### src/pkg/pointer_regs_pkg.sv
// Constants for the pointer position and line count register block.
// Assumes a single 25 MHz ref_clk and a plain strobe register port.
package pointer_regs_pkg;
	localparam logic [15:0] OFS_HORIZ = 16'h8350;
	localparam logic [15:0] OFS_LINE  = 16'h8354;
	localparam logic [15:0] OFS_VERT  = 16'h8358;
	localparam logic [15:0] OFS_SPLIT = 16'h835C;
	localparam logic [15:0] OFS_CTRL  = 16'h8340;
	localparam int OFFSET_HI = 15;
	localparam int OFFSET_LO = 11;
	localparam int HPOS_HI   = 10;
	localparam int VPOS_HI   = 9;
	localparam int LINE_HI   = 10;
	localparam int PATTERN_SIZE = 32;
	localparam logic [31:0] RESET_REG = 32'h0000_0000;
	localparam logic [31:0] HORIZ_MASK = 32'h0000_FFFF;
	localparam logic [31:0] VERT_MASK  = 32'h0000_FBFF;
	localparam logic [31:0] SPLIT_MASK = 32'h0000_07FF;
	localparam logic [31:0] CTRL_MASK  = 32'h0000_0003;
	localparam int CTRL_PTR_EN  = 0;
	localparam int CTRL_CMP_EN  = 1;
endpackage

### src/logic/pointer_match.sv
// Pointer hit detection for one scan position.
// Assumes coordinates already latched at frame start.
`timescale 1ns/100ps
`default_nettype none
module pointer_match #(
	parameter int PAT = 32
) (
	// Clock and reset
	input  wire logic        ref_clk,
	input  wire logic        rst,
	// Scan position
	input  wire logic [10:0] col,
	input  wire logic [10:0] line,
	input  wire logic        enable,
	// Programmed pointer
	input  wire logic [10:0] ptr_x,
	input  wire logic [9:0]  ptr_y,
	input  wire logic [4:0]  off_x,
	input  wire logic [4:0]  off_y,
	// Result
	output logic             hit,
	output logic [4:0]       pat_col,
	output logic [4:0]       pat_row
);
	logic [11:0] dx;
	logic [11:0] dy;
	always_comb begin
		dx = {1'b0, col} - {1'b0, ptr_x} + {7'h00, off_x};
		dy = {1'b0, line} - {2'h0, ptr_y} + {7'h00, off_y};
	end
	// Origin at upper-left; offsets skip leading rows and columns
	always_ff @(posedge ref_clk) begin
		if (rst) begin
			hit <= 1'b0;
			pat_col <= 5'h00;
			pat_row <= 5'h00;
		end else begin
			hit <= enable && col >= ptr_x && line >= {1'b0, ptr_y}
				&& dx < 12'(PAT) && dy < 12'(PAT);
			pat_col <= dx[4:0];
			pat_row <= dy[4:0];
		end
	end
endmodule
`default_nettype wire

### src/logic/scan_counter.sv
// Horizontal and vertical scan counters for the raster.
// Assumes one pixel per ref_clk cycle.
`timescale 1ns/100ps
`default_nettype none
module scan_counter #(
	parameter int H_TOTAL = 800,
	parameter int V_TOTAL = 525
) (
	// Clock and reset
	input  wire logic        ref_clk,
	input  wire logic        rst,
	// Counts
	output logic [10:0]      col,
	output logic [10:0]      line,
	output logic             frame_start
);
	always_ff @(posedge ref_clk) begin
		if (rst) begin
			col <= 11'h000;
			line <= 11'h000;
			frame_start <= 1'b0;
		end else begin
			frame_start <= 1'b0;
			if (col == 11'(H_TOTAL - 1)) begin
				col <= 11'h000;
				if (line == 11'(V_TOTAL - 1)) begin
					line <= 11'h000;
					frame_start <= 1'b1;
				end else begin
					line <= line + 11'h001;
				end
			end else begin
				col <= col + 11'h001;
			end
		end
	end
endmodule
`default_nettype wire

### src/logic/pointer_position_regs.sv
// Pointer position, line count and split compare register block.
// Assumes ref_clk is also the pixel clock; strobes are single cycle.
//
// The implementer's own choice: the plain strobed port.
`timescale 1ns/100ps
`default_nettype none
module pointer_position_regs #(
	parameter int H_TOTAL = 800,
	parameter int V_TOTAL = 525
) (
	// Clock and reset
	input  wire logic        ref_clk,
	input  wire logic        rst,
	// Register port
	input  wire logic [15:0] addr,
	input  wire logic [31:0] wdata,
	input  wire logic        wr,
	input  wire logic        rd,
	output logic [31:0]      rdata,
	// Display timing outputs
	output logic             pointer_hit,
	output logic [4:0]       pattern_col,
	output logic [4:0]       pattern_row,
	output logic             start_offset_load,
	output logic             lower_region,
	output logic [10:0]      current_scanline
);
	logic [31:0] horiz;
	logic [31:0] vert;
	logic [31:0] split;
	logic [31:0] ctrl;
	logic [10:0] lat_x;
	logic [9:0]  lat_y;
	logic [4:0]  lat_ox;
	logic [4:0]  lat_oy;
	logic        lat_en;
	logic [10:0] col;
	logic [10:0] line;
	logic        frame_start;
	logic        hit;
	logic [4:0]  pcol;
	logic [4:0]  prow;

	// ----------------------------------------
	// Raster counters
	// ----------------------------------------
	scan_counter #(.H_TOTAL(H_TOTAL), .V_TOTAL(V_TOTAL)) u_scan (
		.ref_clk    (ref_clk),
		.rst        (rst),
		.col        (col),
		.line       (line),
		.frame_start(frame_start)
	);

	// Cycles since the last frame start, for the raster checks
	logic [19:0] frame_len;
	always_ff @(posedge ref_clk) begin
		if (rst) begin
			frame_len <= 20'h00000;
		end else if (frame_start) begin
			frame_len <= 20'h00001;
		end else begin
			frame_len <= frame_len + 20'h00001;
		end
	end

	AST_FRAME_LEN: assert property (@(posedge ref_clk) disable iff (rst)
		frame_start |-> frame_len == 20'(H_TOTAL * V_TOTAL))
		else $error("frame length wrong");
	AST_COL_STEP: assert property (@(posedge ref_clk) disable iff (rst)
		!rst && col != 11'(H_TOTAL - 1)
		|=> col == $past(col) + 11'h001)
		else $error("column did not advance");
	AST_SCAN_SPAN: assert property (@(posedge ref_clk) disable iff (rst)
		col <= 11'(H_TOTAL - 1) && line <= 11'(V_TOTAL - 1))
		else $error("raster position out of range");

	// ----------------------------------------
	// Register writes
	// ----------------------------------------
	always_ff @(posedge ref_clk) begin
		if (rst) begin
			horiz <= pointer_regs_pkg::RESET_REG;
		end else if (wr && addr == pointer_regs_pkg::OFS_HORIZ) begin
			horiz <= wdata & pointer_regs_pkg::HORIZ_MASK;
		end
	end

	always_ff @(posedge ref_clk) begin
		if (rst) begin
			vert <= pointer_regs_pkg::RESET_REG;
		end else if (wr && addr == pointer_regs_pkg::OFS_VERT) begin
			vert <= wdata & pointer_regs_pkg::VERT_MASK;
		end
	end

	always_ff @(posedge ref_clk) begin
		if (rst) begin
			split <= pointer_regs_pkg::RESET_REG;
		end else if (wr && addr == pointer_regs_pkg::OFS_SPLIT) begin
			split <= wdata & pointer_regs_pkg::SPLIT_MASK;
		end
	end

	always_ff @(posedge ref_clk) begin
		if (rst) begin
			ctrl <= pointer_regs_pkg::RESET_REG;
		end else if (wr && addr == pointer_regs_pkg::OFS_CTRL) begin
			ctrl <= wdata & pointer_regs_pkg::CTRL_MASK;
		end
	end

	AST_HORIZ_RSVD: assert property (@(posedge ref_clk) disable iff (rst)
		horiz[31:16] == 16'h0000)
		else $error("horizontal reserved bits set");
	AST_HORIZ_HOLD: assert property (@(posedge ref_clk) disable iff (rst)
		!(wr && addr == pointer_regs_pkg::OFS_HORIZ) |=> $stable(horiz))
		else $error("horizontal changed without write");
	AST_VERT_WR: assert property (@(posedge ref_clk) disable iff (rst)
		wr && addr == pointer_regs_pkg::OFS_VERT
		|=> vert == ($past(wdata) & pointer_regs_pkg::VERT_MASK))
		else $error("vertical write lost");
	AST_VERT_HOLD: assert property (@(posedge ref_clk) disable iff (rst)
		!(wr && addr == pointer_regs_pkg::OFS_VERT) |=> $stable(vert))
		else $error("vertical changed without write");
	AST_SPLIT_WR: assert property (@(posedge ref_clk) disable iff (rst)
		wr && addr == pointer_regs_pkg::OFS_SPLIT
		|=> split == ($past(wdata) & pointer_regs_pkg::SPLIT_MASK))
		else $error("split write lost");
	AST_SPLIT_RSVD: assert property (@(posedge ref_clk) disable iff (rst)
		split[31:11] == 21'h00000)
		else $error("split reserved bits set");
	AST_CTRL_WR: assert property (@(posedge ref_clk) disable iff (rst)
		wr && addr == pointer_regs_pkg::OFS_CTRL
		|=> ctrl == ($past(wdata) & pointer_regs_pkg::CTRL_MASK))
		else $error("control write lost");

	// ----------------------------------------
	// Frame-start latch of coordinates, pattern offsets and pointer enable
	// ----------------------------------------
	always_ff @(posedge ref_clk) begin
		if (rst) begin
			lat_x <= 11'h000;
			lat_y <= 10'h000;
		end else if (frame_start) begin
			lat_x <= horiz[pointer_regs_pkg::HPOS_HI:0];
			lat_y <= vert[pointer_regs_pkg::VPOS_HI:0];
		end
	end

	always_ff @(posedge ref_clk) begin
		if (rst) begin
			lat_ox <= 5'h00;
			lat_oy <= 5'h00;
		end else if (frame_start) begin
			lat_ox <= horiz[pointer_regs_pkg::OFFSET_HI:pointer_regs_pkg::OFFSET_LO];
			lat_oy <= vert[pointer_regs_pkg::OFFSET_HI:pointer_regs_pkg::OFFSET_LO];
		end
	end

	always_ff @(posedge ref_clk) begin
		if (rst) begin
			lat_en <= 1'b0;
		end else if (frame_start) begin
			lat_en <= ctrl[pointer_regs_pkg::CTRL_PTR_EN];
		end
	end

	AST_OFS_TAKE: assert property (@(posedge ref_clk) disable iff (rst)
		frame_start |=> lat_ox == $past(horiz[15:11])
		&& lat_oy == $past(vert[15:11]))
		else $error("pattern offsets not latched");
	AST_OFS_HOLD: assert property (@(posedge ref_clk) disable iff (rst)
		!frame_start |=> $stable(lat_ox) && $stable(lat_oy)
		&& $stable(lat_en))
		else $error("offsets or enable changed mid frame");
	AST_EN_TAKE: assert property (@(posedge ref_clk) disable iff (rst)
		frame_start |=> lat_en == $past(ctrl[0]))
		else $error("pointer enable not latched");

	pointer_match #(.PAT(pointer_regs_pkg::PATTERN_SIZE)) u_match (
		.ref_clk(ref_clk),
		.rst    (rst),
		.col    (col),
		.line   (line),
		.enable (lat_en),
		.ptr_x  (lat_x),
		.ptr_y  (lat_y),
		.off_x  (lat_ox),
		.off_y  (lat_oy),
		.hit    (hit),
		.pat_col(pcol),
		.pat_row(prow)
	);

	// ----------------------------------------
	// Display outputs
	// ----------------------------------------
	always_ff @(posedge ref_clk) begin
		if (rst) begin
			pointer_hit <= 1'b0;
		end else begin
			pointer_hit <= hit;
		end
	end

	always_ff @(posedge ref_clk) begin
		if (rst) begin
			pattern_col <= 5'h00;
		end else begin
			pattern_col <= pcol;
		end
	end

	always_ff @(posedge ref_clk) begin
		if (rst) begin
			pattern_row <= 5'h00;
		end else begin
			pattern_row <= prow;
		end
	end

	always_ff @(posedge ref_clk) begin
		if (rst) begin
			current_scanline <= 11'h000;
		end else begin
			current_scanline <= line;
		end
	end

	always_ff @(posedge ref_clk) begin
		if (rst) begin
			start_offset_load <= 1'b0;
		end else begin
			start_offset_load <= ctrl[pointer_regs_pkg::CTRL_CMP_EN]
				&& col == 11'h000 && line == {1'b0, vert[9:0]};
		end
	end

	always_ff @(posedge ref_clk) begin
		if (rst) begin
			lower_region <= 1'b0;
		end else begin
			lower_region <= line >= split[10:0];
		end
	end

	AST_HIT_PIPE: assert property (@(posedge ref_clk) disable iff (rst)
		!rst |=> pointer_hit == $past(hit) && pattern_col == $past(pcol)
		&& pattern_row == $past(prow))
		else $error("pointer outputs not one cycle behind");
	AST_SCAN_OUT: assert property (@(posedge ref_clk) disable iff (rst)
		!rst |=> current_scanline == $past(line))
		else $error("scanline output lags wrongly");
	AST_LOAD_COL: assert property (@(posedge ref_clk) disable iff (rst)
		start_offset_load |-> $past(col) == 11'h000)
		else $error("start offset load away from column zero");
	AST_LOAD_ONE: assert property (@(posedge ref_clk) disable iff (rst)
		start_offset_load |=> !start_offset_load)
		else $error("start offset load longer than a cycle");

	// ----------------------------------------
	// Register reads
	// ----------------------------------------
	always_ff @(posedge ref_clk) begin
		if (rst) begin
			rdata <= 32'h0000_0000;
		end else if (rd) begin
			if (addr == pointer_regs_pkg::OFS_HORIZ) begin
				rdata <= horiz;
			end else if (addr == pointer_regs_pkg::OFS_LINE) begin
				rdata <= {21'h000000, line};
			end else if (addr == pointer_regs_pkg::OFS_VERT) begin
				rdata <= vert;
			end else if (addr == pointer_regs_pkg::OFS_SPLIT) begin
				rdata <= split;
			end else if (addr == pointer_regs_pkg::OFS_CTRL) begin
				rdata <= ctrl;
			end else begin
				rdata <= 32'h0000_0000;
			end
		end else begin
			rdata <= 32'h0000_0000;
		end
	end

	AST_RD_IDLE: assert property (@(posedge ref_clk) disable iff (rst)
		!rd |=> rdata == 32'h0000_0000)
		else $error("read data not cleared");
	AST_RD_HORIZ: assert property (@(posedge ref_clk) disable iff (rst)
		rd && addr == pointer_regs_pkg::OFS_HORIZ |=> rdata == $past(horiz))
		else $error("horizontal read wrong");
	AST_RD_VERT: assert property (@(posedge ref_clk) disable iff (rst)
		rd && addr == pointer_regs_pkg::OFS_VERT |=> rdata == $past(vert))
		else $error("vertical read wrong");
	AST_RD_SPLIT: assert property (@(posedge ref_clk) disable iff (rst)
		rd && addr == pointer_regs_pkg::OFS_SPLIT |=> rdata == $past(split))
		else $error("split read wrong");
	AST_RD_CTRL: assert property (@(posedge ref_clk) disable iff (rst)
		rd && addr == pointer_regs_pkg::OFS_CTRL |=> rdata == $past(ctrl))
		else $error("control read wrong");
	AST_RD_NONE: assert property (@(posedge ref_clk) disable iff (rst)
		rd && addr != pointer_regs_pkg::OFS_HORIZ
		&& addr != pointer_regs_pkg::OFS_LINE
		&& addr != pointer_regs_pkg::OFS_VERT
		&& addr != pointer_regs_pkg::OFS_SPLIT
		&& addr != pointer_regs_pkg::OFS_CTRL |=> rdata == 32'h0000_0000)
		else $error("unmapped read not zero");

	// ----------------------------------------
	// Assertions
	// ----------------------------------------
	AST_LINE_READ: assert property (@(posedge ref_clk) disable iff (rst)
		rd && addr == pointer_regs_pkg::OFS_LINE |=> rdata[31:11] == 21'h0
		&& rdata[10:0] == $past(line))
		else $error("line count read wrong");
	AST_VERT_RSVD: assert property (@(posedge ref_clk) disable iff (rst)
		vert[10] == 1'b0 && vert[31:16] == 16'h0000)
		else $error("vertical reserved bits set");
	AST_HORIZ_WR: assert property (@(posedge ref_clk) disable iff (rst)
		wr && addr == pointer_regs_pkg::OFS_HORIZ |=> horiz[15:0] == $past(wdata[15:0]))
		else $error("horizontal write lost");
	AST_LATCH_HOLD: assert property (@(posedge ref_clk) disable iff (rst)
		!frame_start |=> $stable(lat_x) && $stable(lat_y))
		else $error("coordinates changed mid frame");
	AST_LATCH_TAKE: assert property (@(posedge ref_clk) disable iff (rst)
		frame_start |=> lat_x == $past(horiz[10:0]) && lat_y == $past(vert[9:0]))
		else $error("coordinates not latched");
	AST_LINE_WRAP: assert property (@(posedge ref_clk) disable iff (rst)
		frame_start |-> line == 11'h000 && col == 11'h000)
		else $error("frame start not at line zero");
	AST_LINE_STEP: assert property (@(posedge ref_clk) disable iff (rst)
		col == 11'(H_TOTAL - 1) && line != 11'(V_TOTAL - 1) |=> line == $past(line) + 11'h001)
		else $error("line did not advance");
	AST_HIT_POS: assert property (@(posedge ref_clk) disable iff (rst)
		hit |-> $past(lat_en) && $past(col) >= $past(lat_x))
		else $error("pointer hit left of position");
	AST_HIT_ROW: assert property (@(posedge ref_clk) disable iff (rst)
		hit |-> $past(line) >= {1'b0, $past(lat_y)})
		else $error("pointer hit above position");
	AST_COMPARE: assert property (@(posedge ref_clk) disable iff (rst)
		start_offset_load |-> $past(ctrl[1]) && $past(line) == {1'b0, $past(vert[9:0])})
		else $error("start offset load at wrong line");
	AST_SPLIT: assert property (@(posedge ref_clk) disable iff (rst)
		!rst |=> lower_region == ($past(line) >= $past(split[10:0])))
		else $error("lower region wrong");
	COV_HIT: cover property (@(posedge ref_clk) pointer_hit);
	COV_LOAD: cover property (@(posedge ref_clk) start_offset_load);
	COV_FRAME: cover property (@(posedge ref_clk) frame_start);
	COV_READ: cover property (@(posedge ref_clk) rd && addr == pointer_regs_pkg::OFS_LINE);
endmodule
`default_nettype wire

### config.mk
export PLATFORM = sky130hd
export DESIGN_NAME = pointer_position_regs
export DESIGN_NICKNAME = d
export VERILOG_FILES = /design/src/pkg/pointer_regs_pkg.sv /design/src/logic/pointer_match.sv /design/src/logic/scan_counter.sv /design/src/logic/pointer_position_regs.sv
export SDC_FILE = /design/constraint.sdc
export NUM_CORES = 1
export LEC_CHECK = 0
export BUFFER_PORTS_ARGS = -buffer_cell sky130_fd_sc_hd__clkbuf_2
export CAP_MARGIN = 30
export CORE_MARGIN = 4
export CORE_UTILIZATION = 45
export DETAILED_ROUTE_END_ITERATION = 7
export PLACE_DENSITY = 0.67
export SYNTH_ARGS = -nofsm -noshare
export SYNTH_HDL_FRONTEND = slang
export SYNTH_SLANG_ARGS = --single-unit
### constraint.sdc
create_clock -name ref_clk -period 4 [get_ports ref_clk]
set_clock_uncertainty 0.1 [all_clocks]
set_input_delay 0.8 -clock ref_clk [delete_from_list [all_inputs] [get_ports ref_clk]]
set_output_delay 0.8 -clock ref_clk [all_outputs]
set_load 0.1 [all_outputs]
==> reports/metrics.csv, run 1 <==
stage,metric,value,unit
status,outcome,finished clean,
timing,FMAX,0.2972,GHz
grt,vias in the first global route,5873,
clock_tree,clk_lat worst skew,0.44,ns
floorplanning,I/O Pins,108,
setup_path,worst r2r path cells,11,
timing,final period utilization,84.11,%
place,Cells after DPL,1172,
flow_run,Max Cap Viol,0,
route,Iteration-0 DRC Markers,651,
floorplanning,core area,16820,µm²
setup_path,Crit-path slowest cell,dfxtp_1,
clock_tree,Clock Tree Buf Depth,2,
clock_tree,post-CTS sizing,0,
synth,Seq cells post-synth,150,
floorplanning,Die Wd,139.8,µm
setup_path,worst-path maximum fanout,7,
synth,synth top area cells,"dfxtp_1 (38%), ha_1 (9.4%), a21oi_1 (4.5%)",
place,Port Buffers,75,
clock_tree,CTS tree,done,
synth,Netlist cell types,63,
setup_path,last element of the critical path,u_match.hit$_SDFF_PP0_,
min_path,Worst Hold Class,reg -> reg,
setup_path,CP arrival,3.61,ns
grt,first-pass GRT wire length,32000,µm
grt,GRT Resource Usage Total,20.55,%
clock_tree,CTS root buf,clkbuf_16,
floorplanning,Die Area,19550,µm²
pwr,Leakage,0.003508,µW
setup_path,CP Launch Type,flop,
pwr,Pwr Total,3408,µW
synth,Commonest cells post-synth,"dfxtp_1 (150), nand2_1 (92), nor2_1 (88), inv_1 (85), a21oi_1 (70)",
clock_tree,TritonCTS Buffers,17,
setup_path,worst r2r src,u_scan.line[4]$_SDFFE_PP0N_,
synth,post-synthesis compound-gate area fraction,12.75,%
synth,Synth Area per Inst,8.595,µm²
setup_path,most used cell along the critical path,inv_1,
synth,Mapped Cells,910,
setup_path,CP endpoint kind,flop,
synth,"count leader, synth",dfxtp_1,
route,DR vias,6441,
layout,Layout Nets,1098,
layout,"Core Util, Final",53.15,%
timing,# setup viols final,0,
clock_tree,H-tree levels,4,
timing,RSZ-0062 raised after global routing,no,
synth,largest family of logic cells by synthesized area,simple AND/OR/NAND/NOR gates,
floorplanning,chip height,139.8,µm
layout,multi-input logic area,4250,µm²
clock_tree,# hold bufs at CTS,0,
pwr,PwrDens,381.2,nW/µm²
setup_path,crit path kind,reg -> reg,
setup_path,required time worst endpoint,4.25,ns
timing,Hold Fails Final Rpt,0,
setup_path,R2R setup slack,0.64,ns
clock_tree,CTS clock-pin slew for the worst setup and hold paths,0.06,ns
layout,fillers,1567,
timing,minimum clock period,3.364,ns
timing,Fin Hold WS,0.3344,ns
route,# DRC,0,
layout,sequential cell area,3004,µm²
synth,YS warnings,0,
route,via/cell ratio,5.345,
route,Routed Antenna Nets,0,
layout,Layout area overhead,14.29,%
floorplanning,row cnt,47,
synth,ys async rst share,0,%
timing,setup_tns,0,ns
synth,"Seq/Total Area, Yosys",38.39,%
setup_path,max incr delay on CP,0.54,ns
synth,"EDFF count, synth",0,
clock_tree,postcts setup bufs,0,
place,DP Wirelength,14920,µm
route,routed len/inst,16.58,µm
setup_path,worst r2r dst,u_match.hit$_SDFF_PP0_,
floorplanning,Initial Util,46.50,%
layout,Final Non-Filler Cells,1205,
timing,Slew @ Worst Pin,0.7388,ns
synth,post-synthesis mux area share,4.511,%
synth,Yosys top cell area share,38.39,%
setup_path,crit path cell chain,inv_1 -> fa_1 -> inv_1 -> ha_1 -> o21ai_0 -> a21boi_1 -> o32a_1 -> or3_1 -> a221oi_2 -> nand4_1 -> nor4_2,
min_path,HP Start,u_match.pat_row[0]$_SDFF_PP0_,
route,Routed Wire Length,19980,µm
synth,xor and xnor area share after synthesis,3.471,%
grt,largest net degree at the start of global routing,70,
timing,relative slew slack,50.74,%
grt,gr ovfl total,0,
synth,Yosys top cell by area,dfxtp_1,
clock_tree,TritonCTS Sinks,150,
synth,Most used DFF post-synth,dfxtp_1,
place,GPL Wtd Cong,0.9067,
timing,Final Max Tran Viols,0,
pwr,VDD IR-drop max,0.3346,mV
synth,Post-Synth Adder-Cell Area,13.28,%
route,DRT Pass-1 Iters,6,
synth,Synth Area in Simple Gates,19.56,%
synth,"Cell Area, Synth",7821,µm²
layout,layout cell share with drive strength beyond 1,13.10,%
layout,Inserted Diodes,0,
setup_path,CP Launch Point,u_scan.line[4]$_SDFFE_PP0N_,
grt,initial antenna violation count,0,
-- cell families after synthesis --
kind of cell               Yosys count
buffers and inverters              144
DFF                                150
other                                1
muxes                               35
adders and majority gates           74
xor gates and xnor gates            31
and+or+nand+nor                    321
AOI/OAI and AO/OA                  154
-- per-layer routing --
metal | GRT usage (%) | part of all wire, % | vias up
met2 | 30.03 | 44 | 211
met5 | 0 | 0 | -
met3 | 4.631 | 7.1 | 29
li1 | - | - | 3198
met4 | 6.323 | 1.9 | 0
met1 | 30.17 | 47 | 3003
-- report_power, final --
| group | leakage (µW) | total [µW] | internal, µW | switching [µW] |
|---|---|---|---|---|
| Sequential | 0.00121 | 1510 | 1510 | 5.81 |
| Combinational | 0.00200 | 246 | 60.8 | 185 |
| Clock | 0.000293 | 1650 | 946 | 704 |
| Total | 0.00351 | 3410 | 2510 | 896 |
-- state kept, by name, summed over array words and instances, names as in the netlist, 2 cells and up --
name	flops
rdata	16
lat_x	11
u_scan.col	11
current_scanline	11
lat_y	10
horiz	16
pattern_col	5
vert	15
u_match.pat_col	5
u_match.pat_row	5
ctrl	2
split	11
lat_oy	5
pattern_row	5
lat_ox	5
u_scan.line	11
-- area by class of cell --
| class | count | share of cell area, % |
|---|---|---|
| clock buffer | 17 | 4.759 |
| clock inverter | 15 | 2.058 |
| inverter | 85 | 3.569 |
| multi-input combinational | 631 | 47.55 |
| sequential | 150 | 33.61 |
| tap | 220 | 3.080 |
| timing repair buffer | 87 | 5.375 |
-- worst min path at each step --
stage                                end  slack [ns]  cells after the start
2_1_floorplan  pattern_col[0]$_SDFF_PP0_        0.31                      1
6_report       pattern_row[0]$_SDFF_PP0_        0.33                      1
3_3_place_gp   pattern_row[1]$_SDFF_PP0_        0.32                      1
5_1_grt        pattern_row[0]$_SDFF_PP0_        0.35                      1
4_1_cts        pattern_row[0]$_SDFF_PP0_        0.34                      1
3_5_place_dp   pattern_row[0]$_SDFF_PP0_        0.32                      1
-- metrics by stage --
stage | setup WS, ns | cell area [µm²]
final | 0.6355 | 8939
after global routing | 0.4360 | 8939
after detailed placement | 0.6380 | 8309
after floorplan | 0.7786 | 7878
after CTS | 0.6274 | 8919
after global placement | 0.6351 | 8309
-- cells in the final DEF, fill, tap and decap left out, drive strengths merged, types with 3 or more instances in the layout --
master  Yosys  layout
ha         59      59
fa         15      15
o21a        3       3
nor4        9       9
a21oi      70      70
a221oi      3       3
nand2b     13      13
conb        1      16
and3        7       7
o211ai      4       4
o21ai      19      19
xnor2      24      24
or3         6       6
buf        31      13
inv        85      94
mux2i      33      33
nor2       88      88
a211o       3       3
nor2b      26      26
a22oi       5       5
nand3      39      39
a211oi      9       9
dfxtp     150     150
nand2      92      92
a222oi     11      11
xor2        7       7
o21bai      4       4
a21o        7       7
nand4      10      10
clkbuf     28      91
nor3       18      18
-- worst max-delay path, delay by kind of cell (launching register included) --
family          cells  cell delay [ns]
buf+inv             2             0.25
flops               1             0.54
fa+ha+maj           2             0.91
simple gates        3             0.75
compound gates      4             0.74
(Power assumes the default switching activity.)
==> inputs of run 2 (changes only) <==
Settings changed: PLACE_DENSITY 0.67 to 0.69.
Clock period 4 ns to 2.84 ns, I/O delays scaled along.
==> run 2 against run 1 <==
  * The run now ends with negative setup slack left
  * Critical endpoint unchanged
  * Count of clock-buffer cells in the layout up 3
  * Final cell count up 4.1%
  * Highest routed layer unchanged
  * Wire length up 2.9%
  * Largest cell class unchanged
  * Global-route usage up 0.43 points
  * Worst hold slack worse by 0.056 ns
  * Maximum frequency up 15%
==> reports/metrics.csv, run 2 (same netlist as run 1, synthesis figures left out) <==
stage,metric,value,unit,change
status,outcome,"complete, but fails checks",,
status,violated checks,negative setup slack,,
setup_path,worst r2r src,u_scan.line[1]$_SDFFE_PP0N_,,
setup_path,Crit-path slowest cell,fa_2,,
place,DP Wirelength,15880,µm,+6.4%
timing,Slew @ Worst Pin,0.7483,ns,+0.009443 ns
timing,Fin Hold WS,0.2783,ns,-0.05609 ns
pwr,Leakage,0.003756,µW,+7.1%
timing,# setup viols final,1,,+1
pwr,VDD IR-drop max,0.4505,mV,+35%
setup_path,max incr delay on CP,0.60,ns,+0.06 ns
clock_tree,TritonCTS Buffers,17,,unchanged
clock_tree,Clock Tree Buf Depth,2,,unchanged
layout,"commonest cells after routing, fill and taps aside","dfxtp_1 (145), nand2_1 (92), nor2_1 (87)",,
layout,top flop regs,"horiz (16), rdata (16), vert (15)",,
route,Routed Wire Length,20560,µm,+2.9%
grt,largest net degree at the start of global routing,50,,-29%
setup_path,crit path cell chain,inv_2 -> fa_2 -> inv_2 -> ha_4 -> a211oi_2 -> nor2_2 -> o32a_1 -> or3_1 -> a221oi_2 -> nand4_1 -> nor4_2,,
clock_tree,postcts setup bufs,0,,unchanged
min_path,HP Start,wdata[15],,
flow_run,Max Cap Viol,0,,unchanged
setup_path,required time worst endpoint,3.07,ns,-1.18 ns
setup_path,worst-path maximum fanout,2,,-5
floorplanning,chip height,139.8,µm,unchanged
route,DR vias,6639,,+3.1%
setup_path,crit path kind,reg -> reg,,
clock_tree,TritonCTS Sinks,150,,unchanged
clock_tree,CTS tree,done,,
grt,first-pass GRT wire length,32730,µm,+2.3%
timing,Final Max Tran Viols,0,,unchanged
timing,relative slew slack,50.11,%,-0.63 points
place,Placement Setup Slack,-0.1296,ns,-0.7676 ns
route,routed len/inst,16.38,µm,-1.2%
setup_path,CP endpoint kind,flop,,
setup_path,CP Launch Point,u_scan.line[1]$_SDFFE_PP0N_,,
clock_tree,CTS clock-pin slew for the worst setup and hold paths,0.06,ns,about the same
grt,vias in the first global route,6184,,+5.3%
pwr,PwrDens,511.7,nW/µm²,+34%
route,Iteration-0 DRC Markers,563,,-14%
timing,Final WS setup,-0.09479,ns,-0.7303 ns
setup_path,CP arrival,3.17,ns,-0.44 ns
layout,layout cell share with drive strength beyond 1,18.09,%,+5.0 points
grt,met3 Usage GRT,4.494,%,-0.14 points
setup_path,worst r2r path cells,11,,unchanged
setup_path,CP Launch Type,flop,,
timing,minimum clock period,2.935,ns,-0.4297 ns
clock_tree,# hold bufs at CTS,0,,unchanged
timing,final period utilization,103.3,%,+19 points
timing,Hold Fails Final Rpt,0,,unchanged
timing,FMAX,0.3407,GHz,+15%
layout,Layout Nets,1147,,+4.5%
setup_path,most used cell along the critical path,inv_2,,
grt,initial antenna violation count,1,,+1
timing,RSZ-0062 raised after global routing,yes,,
floorplanning,Initial Util,46.50,%,unchanged
layout,"Core Util, Final",55.48,%,+2.3 points
grt,gr ovfl total,0,,unchanged
grt,busiest grt layer,met2,,
grt,GRT Resource Usage Total,20.98,%,+0.43 points
floorplanning,I/O Pins,108,,unchanged
route,DRT Pass-1 Iters,6,,unchanged
min_path,Worst Hold Class,in -> reg,,
pwr,Pwr Total,4775,µW,+40%
floorplanning,Die Area,19550,µm²,unchanged
place,Port Buffers,75,,unchanged
floorplanning,core area,16820,µm²,unchanged
layout,"commonest non-fill, non-tap cell in the layout",dfxtp_1,,
min_path,WHS Path Cells,3,,+2
grt,met1 Resource Use GR,29.47,%,-0.71 points
layout,Layout area overhead,19.31,%,
floorplanning,Die Wd,139.8,µm,unchanged
clock_tree,H-tree levels,4,,unchanged
clock_tree,CTS root buf,clkbuf_16,,
floorplanning,row cnt,47,,unchanged
grt,GR Util met2,32.29,%,+2.3 points
clock_tree,clk_lat worst skew,0.43,ns,about the same
route,Routed Antenna Nets,0,,unchanged
route,via/cell ratio,5.290,,-1.0%
place,GPL Wtd Cong,0.8525,,-6.0%
route,# DRC,0,,unchanged
[run 2: cell types whose count changed in the layout (fill, tap and decap cells not counted), moves of 2 or more]
cell / before / now
clkbuf_8: 0 / 2
inv_1: 85 / 83
dfxtp_2: 1 / 4
clkinv_4: 1 / 6
inv_2: 0 / 2
inv_6: 7 / 1
dfxtp_1: 149 / 145
buf_4: 12 / 61
[run 2: repair_timing]
action                     in CTS  in global routing
resized for setup               1                  1
pin swaps                       0                  1
setup endpoints to repair       1                  1
[run 2: metrics by stage]
step                area (µm²)  setup TNS, ns  std cells
finish                    9331       -0.09479       1255
global route              9329        -0.2766       1254
CTS                       9329        -0.1126       1254
detailed placement        8725        -0.1296       1222
global placement          8705       -0.04515       1221
floorplan                 7906              0        925
[run 2: final timing paths]
| path | endpoint | slack [ns] |
|---|---|---|
| worst min-delay path | horiz[15]$_SDFFE_PP0P_ | 0.28 |
| worst max register to register | u_match.hit$_SDFF_PP0_ | -0.09 |
| worst min register to register | pattern_col[4]$_SDFF_PP0_ | 0.33 |
| worst max-delay path | u_match.hit$_SDFF_PP0_ | -0.09 |
[run 2: routing by layer]
layer	up-vias	routed length (µm)
met5	-	0
met4	0	379
met3	24	1417
met2	235	9177
met1	3089	9582
li1	3291	-
[run 2: layout make-up]
type                            instances  area, µm²
Fill cell                            1580       7487
Multi-Input combinational cell        631       4273
Sequential cell                       150       3012
Timing Repair Buffer                  136      848.3
Clock buffer                           20      456.7
Inverter                               85      319.1
Tap cell                              220      275.3
Clock inverter                         12      145.1
Antenna cell                            1      2.502
[run 2: power breakdown]
part / internal [µW] / total [µW] / switching (µW)
Combinational: 101 / 371 / 270
Sequential: 2120 / 2120 / 4.24
Clock: 1350 / 2280 / 924
[run 2: critical path, delay by kind of cell, from the launching register on]
kind                       cells  cell delay [ns]
and+or+nand+nor                4             0.70
buffers and inverters          2             0.10
adders and majority gates      2             0.82
AOI/OAI and AO/OA              3             0.76
DFF                            1             0.35
==> inputs of run 3 (changes only) <==
Settings changed: PLACE_DENSITY 0.69 to 0.67.
Clock period 2.84 ns to 3.63 ns, I/O delays scaled along.
==> run 3 against run 2 <==
  * Wire length fell by 1.0%
  * Highest routed layer unchanged
  * Sequential share of layout area rose by 1.1 points
  * Clock power fell by 23%
  * Utilization fell by 2.0 points
  * Die area did not move
  * Design area fell by 3.6%
  * Via count fell by 2.7%
  * First-iteration DRC count rose by 11%
  * The run now ends clean
  * Combinational power fell by 26%
  * Non-clock buffer count fell by 39
  * Critical endpoint unchanged
  * Largest power group unchanged
==> reports/metrics.csv, run 3 (same netlist as run 1, synthesis figures left out) <==
stage,metric,value,unit,change
layout,Final Non-Filler Cells,1215,,-3.2%
floorplanning,Die Wd,139.8,µm,unchanged
setup_path,CP endpoint kind,flop,,
route,Iteration-0 DRC Markers,625,,+11%
floorplanning,Die Area,19550,µm²,unchanged
timing,relative slew slack,51.76,%,+1.6 points
pwr,Reg power frac,45.2,%,+0.7 points
clock_tree,post-CTS sizing,0,,-1
min_path,Worst Hold Class,reg -> reg,,
flow_run,Max Cap Viol,0,,unchanged
pwr,PwrDens,409.7,nW/µm²,-20%
setup_path,crit path kind,reg -> reg,,
route,Routed Antenna Nets,0,,unchanged
floorplanning,Initial Util,46.50,%,unchanged
timing,Hold Fails Final Rpt,0,,unchanged
route,met3 WL post-DR,1119,µm,-21%
pwr,Switching Power,984.4,µW,-18%
layout,top flop regs,"horiz (16), rdata (16), vert (15)",,
layout,"commonest cells after routing, fill and taps aside","dfxtp_1 (149), nand2_1 (92), nor2_1 (88)",,
setup_path,worst-path maximum fanout,7,,+5
timing,Final Max Tran Viols,0,,unchanged
route,WL met1,9803,µm,+2.3%
pwr,Net Sw Frac,26.71,%,+1.6 points
grt,initial antenna violation count,0,,-1
place,DP Wirelength,15430,µm,-2.8%
layout,Layout area overhead,14.99,%,
place,Cells after DPL,1182,,-3.3%
grt,GRT Resource Usage Total,20.80,%,-0.17 points
pwr,Combinational Power Share,7.5,%,-0.3 points
clock_tree,TritonCTS Buffers,17,,unchanged
place,Port Buffers,75,,unchanged
setup_path,CP Launch Type,flop,,
layout,"Core Util, Final",53.47,%,-2.0 points
pwr,Leakage,0.003557,µW,-5.3%
timing,Slew @ Worst Pin,0.7236,ns,-0.02469 ns
timing,setup_tns,0,ns,+0.09479 ns
route,DR vias,6459,,-2.7%
layout,"commonest non-fill, non-tap cell in the layout",dfxtp_1,,
grt,first-pass GRT wire length,32430,µm,-0.93%
timing,final period utilization,93.60,%,-9.7 points
clock_tree,clk_lat worst skew,0.44,ns,about the same
timing,RSZ-0062 raised after global routing,no,,
clock_tree,postcts setup bufs,0,,unchanged
layout,Layout Nets,1108,,-3.4%
grt,vias in the first global route,6002,,-2.9%
clock_tree,Clock Tree Buf Depth,2,,unchanged
floorplanning,chip height,139.8,µm,unchanged
timing,Fin Hold WS,0.3345,ns,+0.05621 ns
clock_tree,CTS tree,done,,
floorplanning,row cnt,47,,unchanged
route,# DRC,0,,unchanged
clock_tree,H-tree levels,4,,unchanged
setup_path,CP arrival,3.64,ns,+0.47 ns
pwr,Clock power frac,47.4,%,-0.3 points
route,DRT Pass-1 Iters,6,,unchanged
timing,minimum clock period,3.398,ns,+0.4629 ns
min_path,HP Start,u_match.pat_row[4]$_SDFF_PP0_,,
place,GPL Wtd Cong,0.8893,,+4.3%
timing,FMAX,0.2943,GHz,-14%
clock_tree,CTS root buf,clkbuf_16,,
clock_tree,TritonCTS Sinks,150,,unchanged
layout,layout cell share with drive strength beyond 1,13.97,%,-4.1 points
setup_path,worst r2r path cells,11,,unchanged
grt,largest net degree at the start of global routing,66,,+32%
floorplanning,I/O Pins,108,,unchanged
route,met2 wire len,9026,µm,-1.6%
route,via/cell ratio,5.316,,+0.49%
clock_tree,# hold bufs at CTS,0,,unchanged
pwr,cell-internal power,2701,µW,-24%
setup_path,worst r2r src,u_scan.line[4]$_SDFFE_PP0N_,,
route,Routed Wire Length,20350,µm,-1.0%
timing,# setup viols final,0,,-1
route,Top Layer Used,met4,,
status,outcome,finished clean,,
route,routed len/inst,16.74,µm,+2.2%
min_path,WHS Path Cells,1,,-2
grt,gr ovfl total,0,,unchanged
setup_path,required time worst endpoint,3.87,ns,+0.80 ns
setup_path,CP Launch Point,u_scan.line[4]$_SDFFE_PP0N_,,
floorplanning,core area,16820,µm²,unchanged
layout,Inserted Diodes,0,,-1
clock_tree,CTS clock-pin slew for the worst setup and hold paths,0.06,ns,about the same
pwr,VDD IR-drop max,0.3825,mV,-15%
## run 3: final timing paths
| path | end | slack (ns) |
|---|---|---|
| worst max register to register | u_match.hit$_SDFF_PP0_ | 0.23 |
| worst min register to register | pattern_row[4]$_SDFF_PP0_ | 0.33 |
| worst min-delay path | pattern_row[4]$_SDFF_PP0_ | 0.33 |
| worst max-delay path | u_match.hit$_SDFF_PP0_ | 0.23 |
## run 3: power groups by stage
stage,sequential [µW],combinational (µW),clock [µW]
floorplan,1730,192,0
global placement,1700,273,0
detailed placement,1700,272,0
CTS,1660,273,1770
global route,1670,294,1860
finish,1660,275,1750
## run 3: per-stage QoR
stage / total power, µW / area [µm²] / setup WS [ns]
floorplan: 1925 / 7878 / 0.4086
global placement: 1974 / 8384 / 0.3826
detailed placement: 1974 / 8384 / 0.3161
CTS: 3710 / 8974 / 0.2983
global route: 3815 / 8994 / 0.04109
finish: 3685 / 8994 / 0.2323
## run 3: final cells by class
| class | count | area [µm²] |
|---|---|---|
| Clock buffer | 17 | 425.4 |
| Clock inverter | 15 | 163.9 |
| Sequential cell | 150 | 3004 |
| Timing Repair Buffer | 97 | 555.5 |
| Tap cell | 220 | 275.3 |
| Fill cell | 1560 | 7825 |
| Multi-Input combinational cell | 631 | 4250 |
| Inverter | 85 | 319.1 |
## run 3: layer usage
metal  vias up  track usage (%)
met2       201            30.87
met3        30            4.151
met5         -                0
li1       3220                -
met1      3008            30.26
met4         0            6.884
## run 3: critical path, cell delays in order (launching register included)
cell and delay, ns:
dfxtp_1 0.54, inv_1 0.18, fa_1 0.51, inv_1 0.05, ha_1 0.39, o21ai_0 0.19, a21boi_1 0.09, o32a_1 0.21
or3_1 0.38, a221oi_2 0.27, nand4_1 0.14, nor4_2 0.26
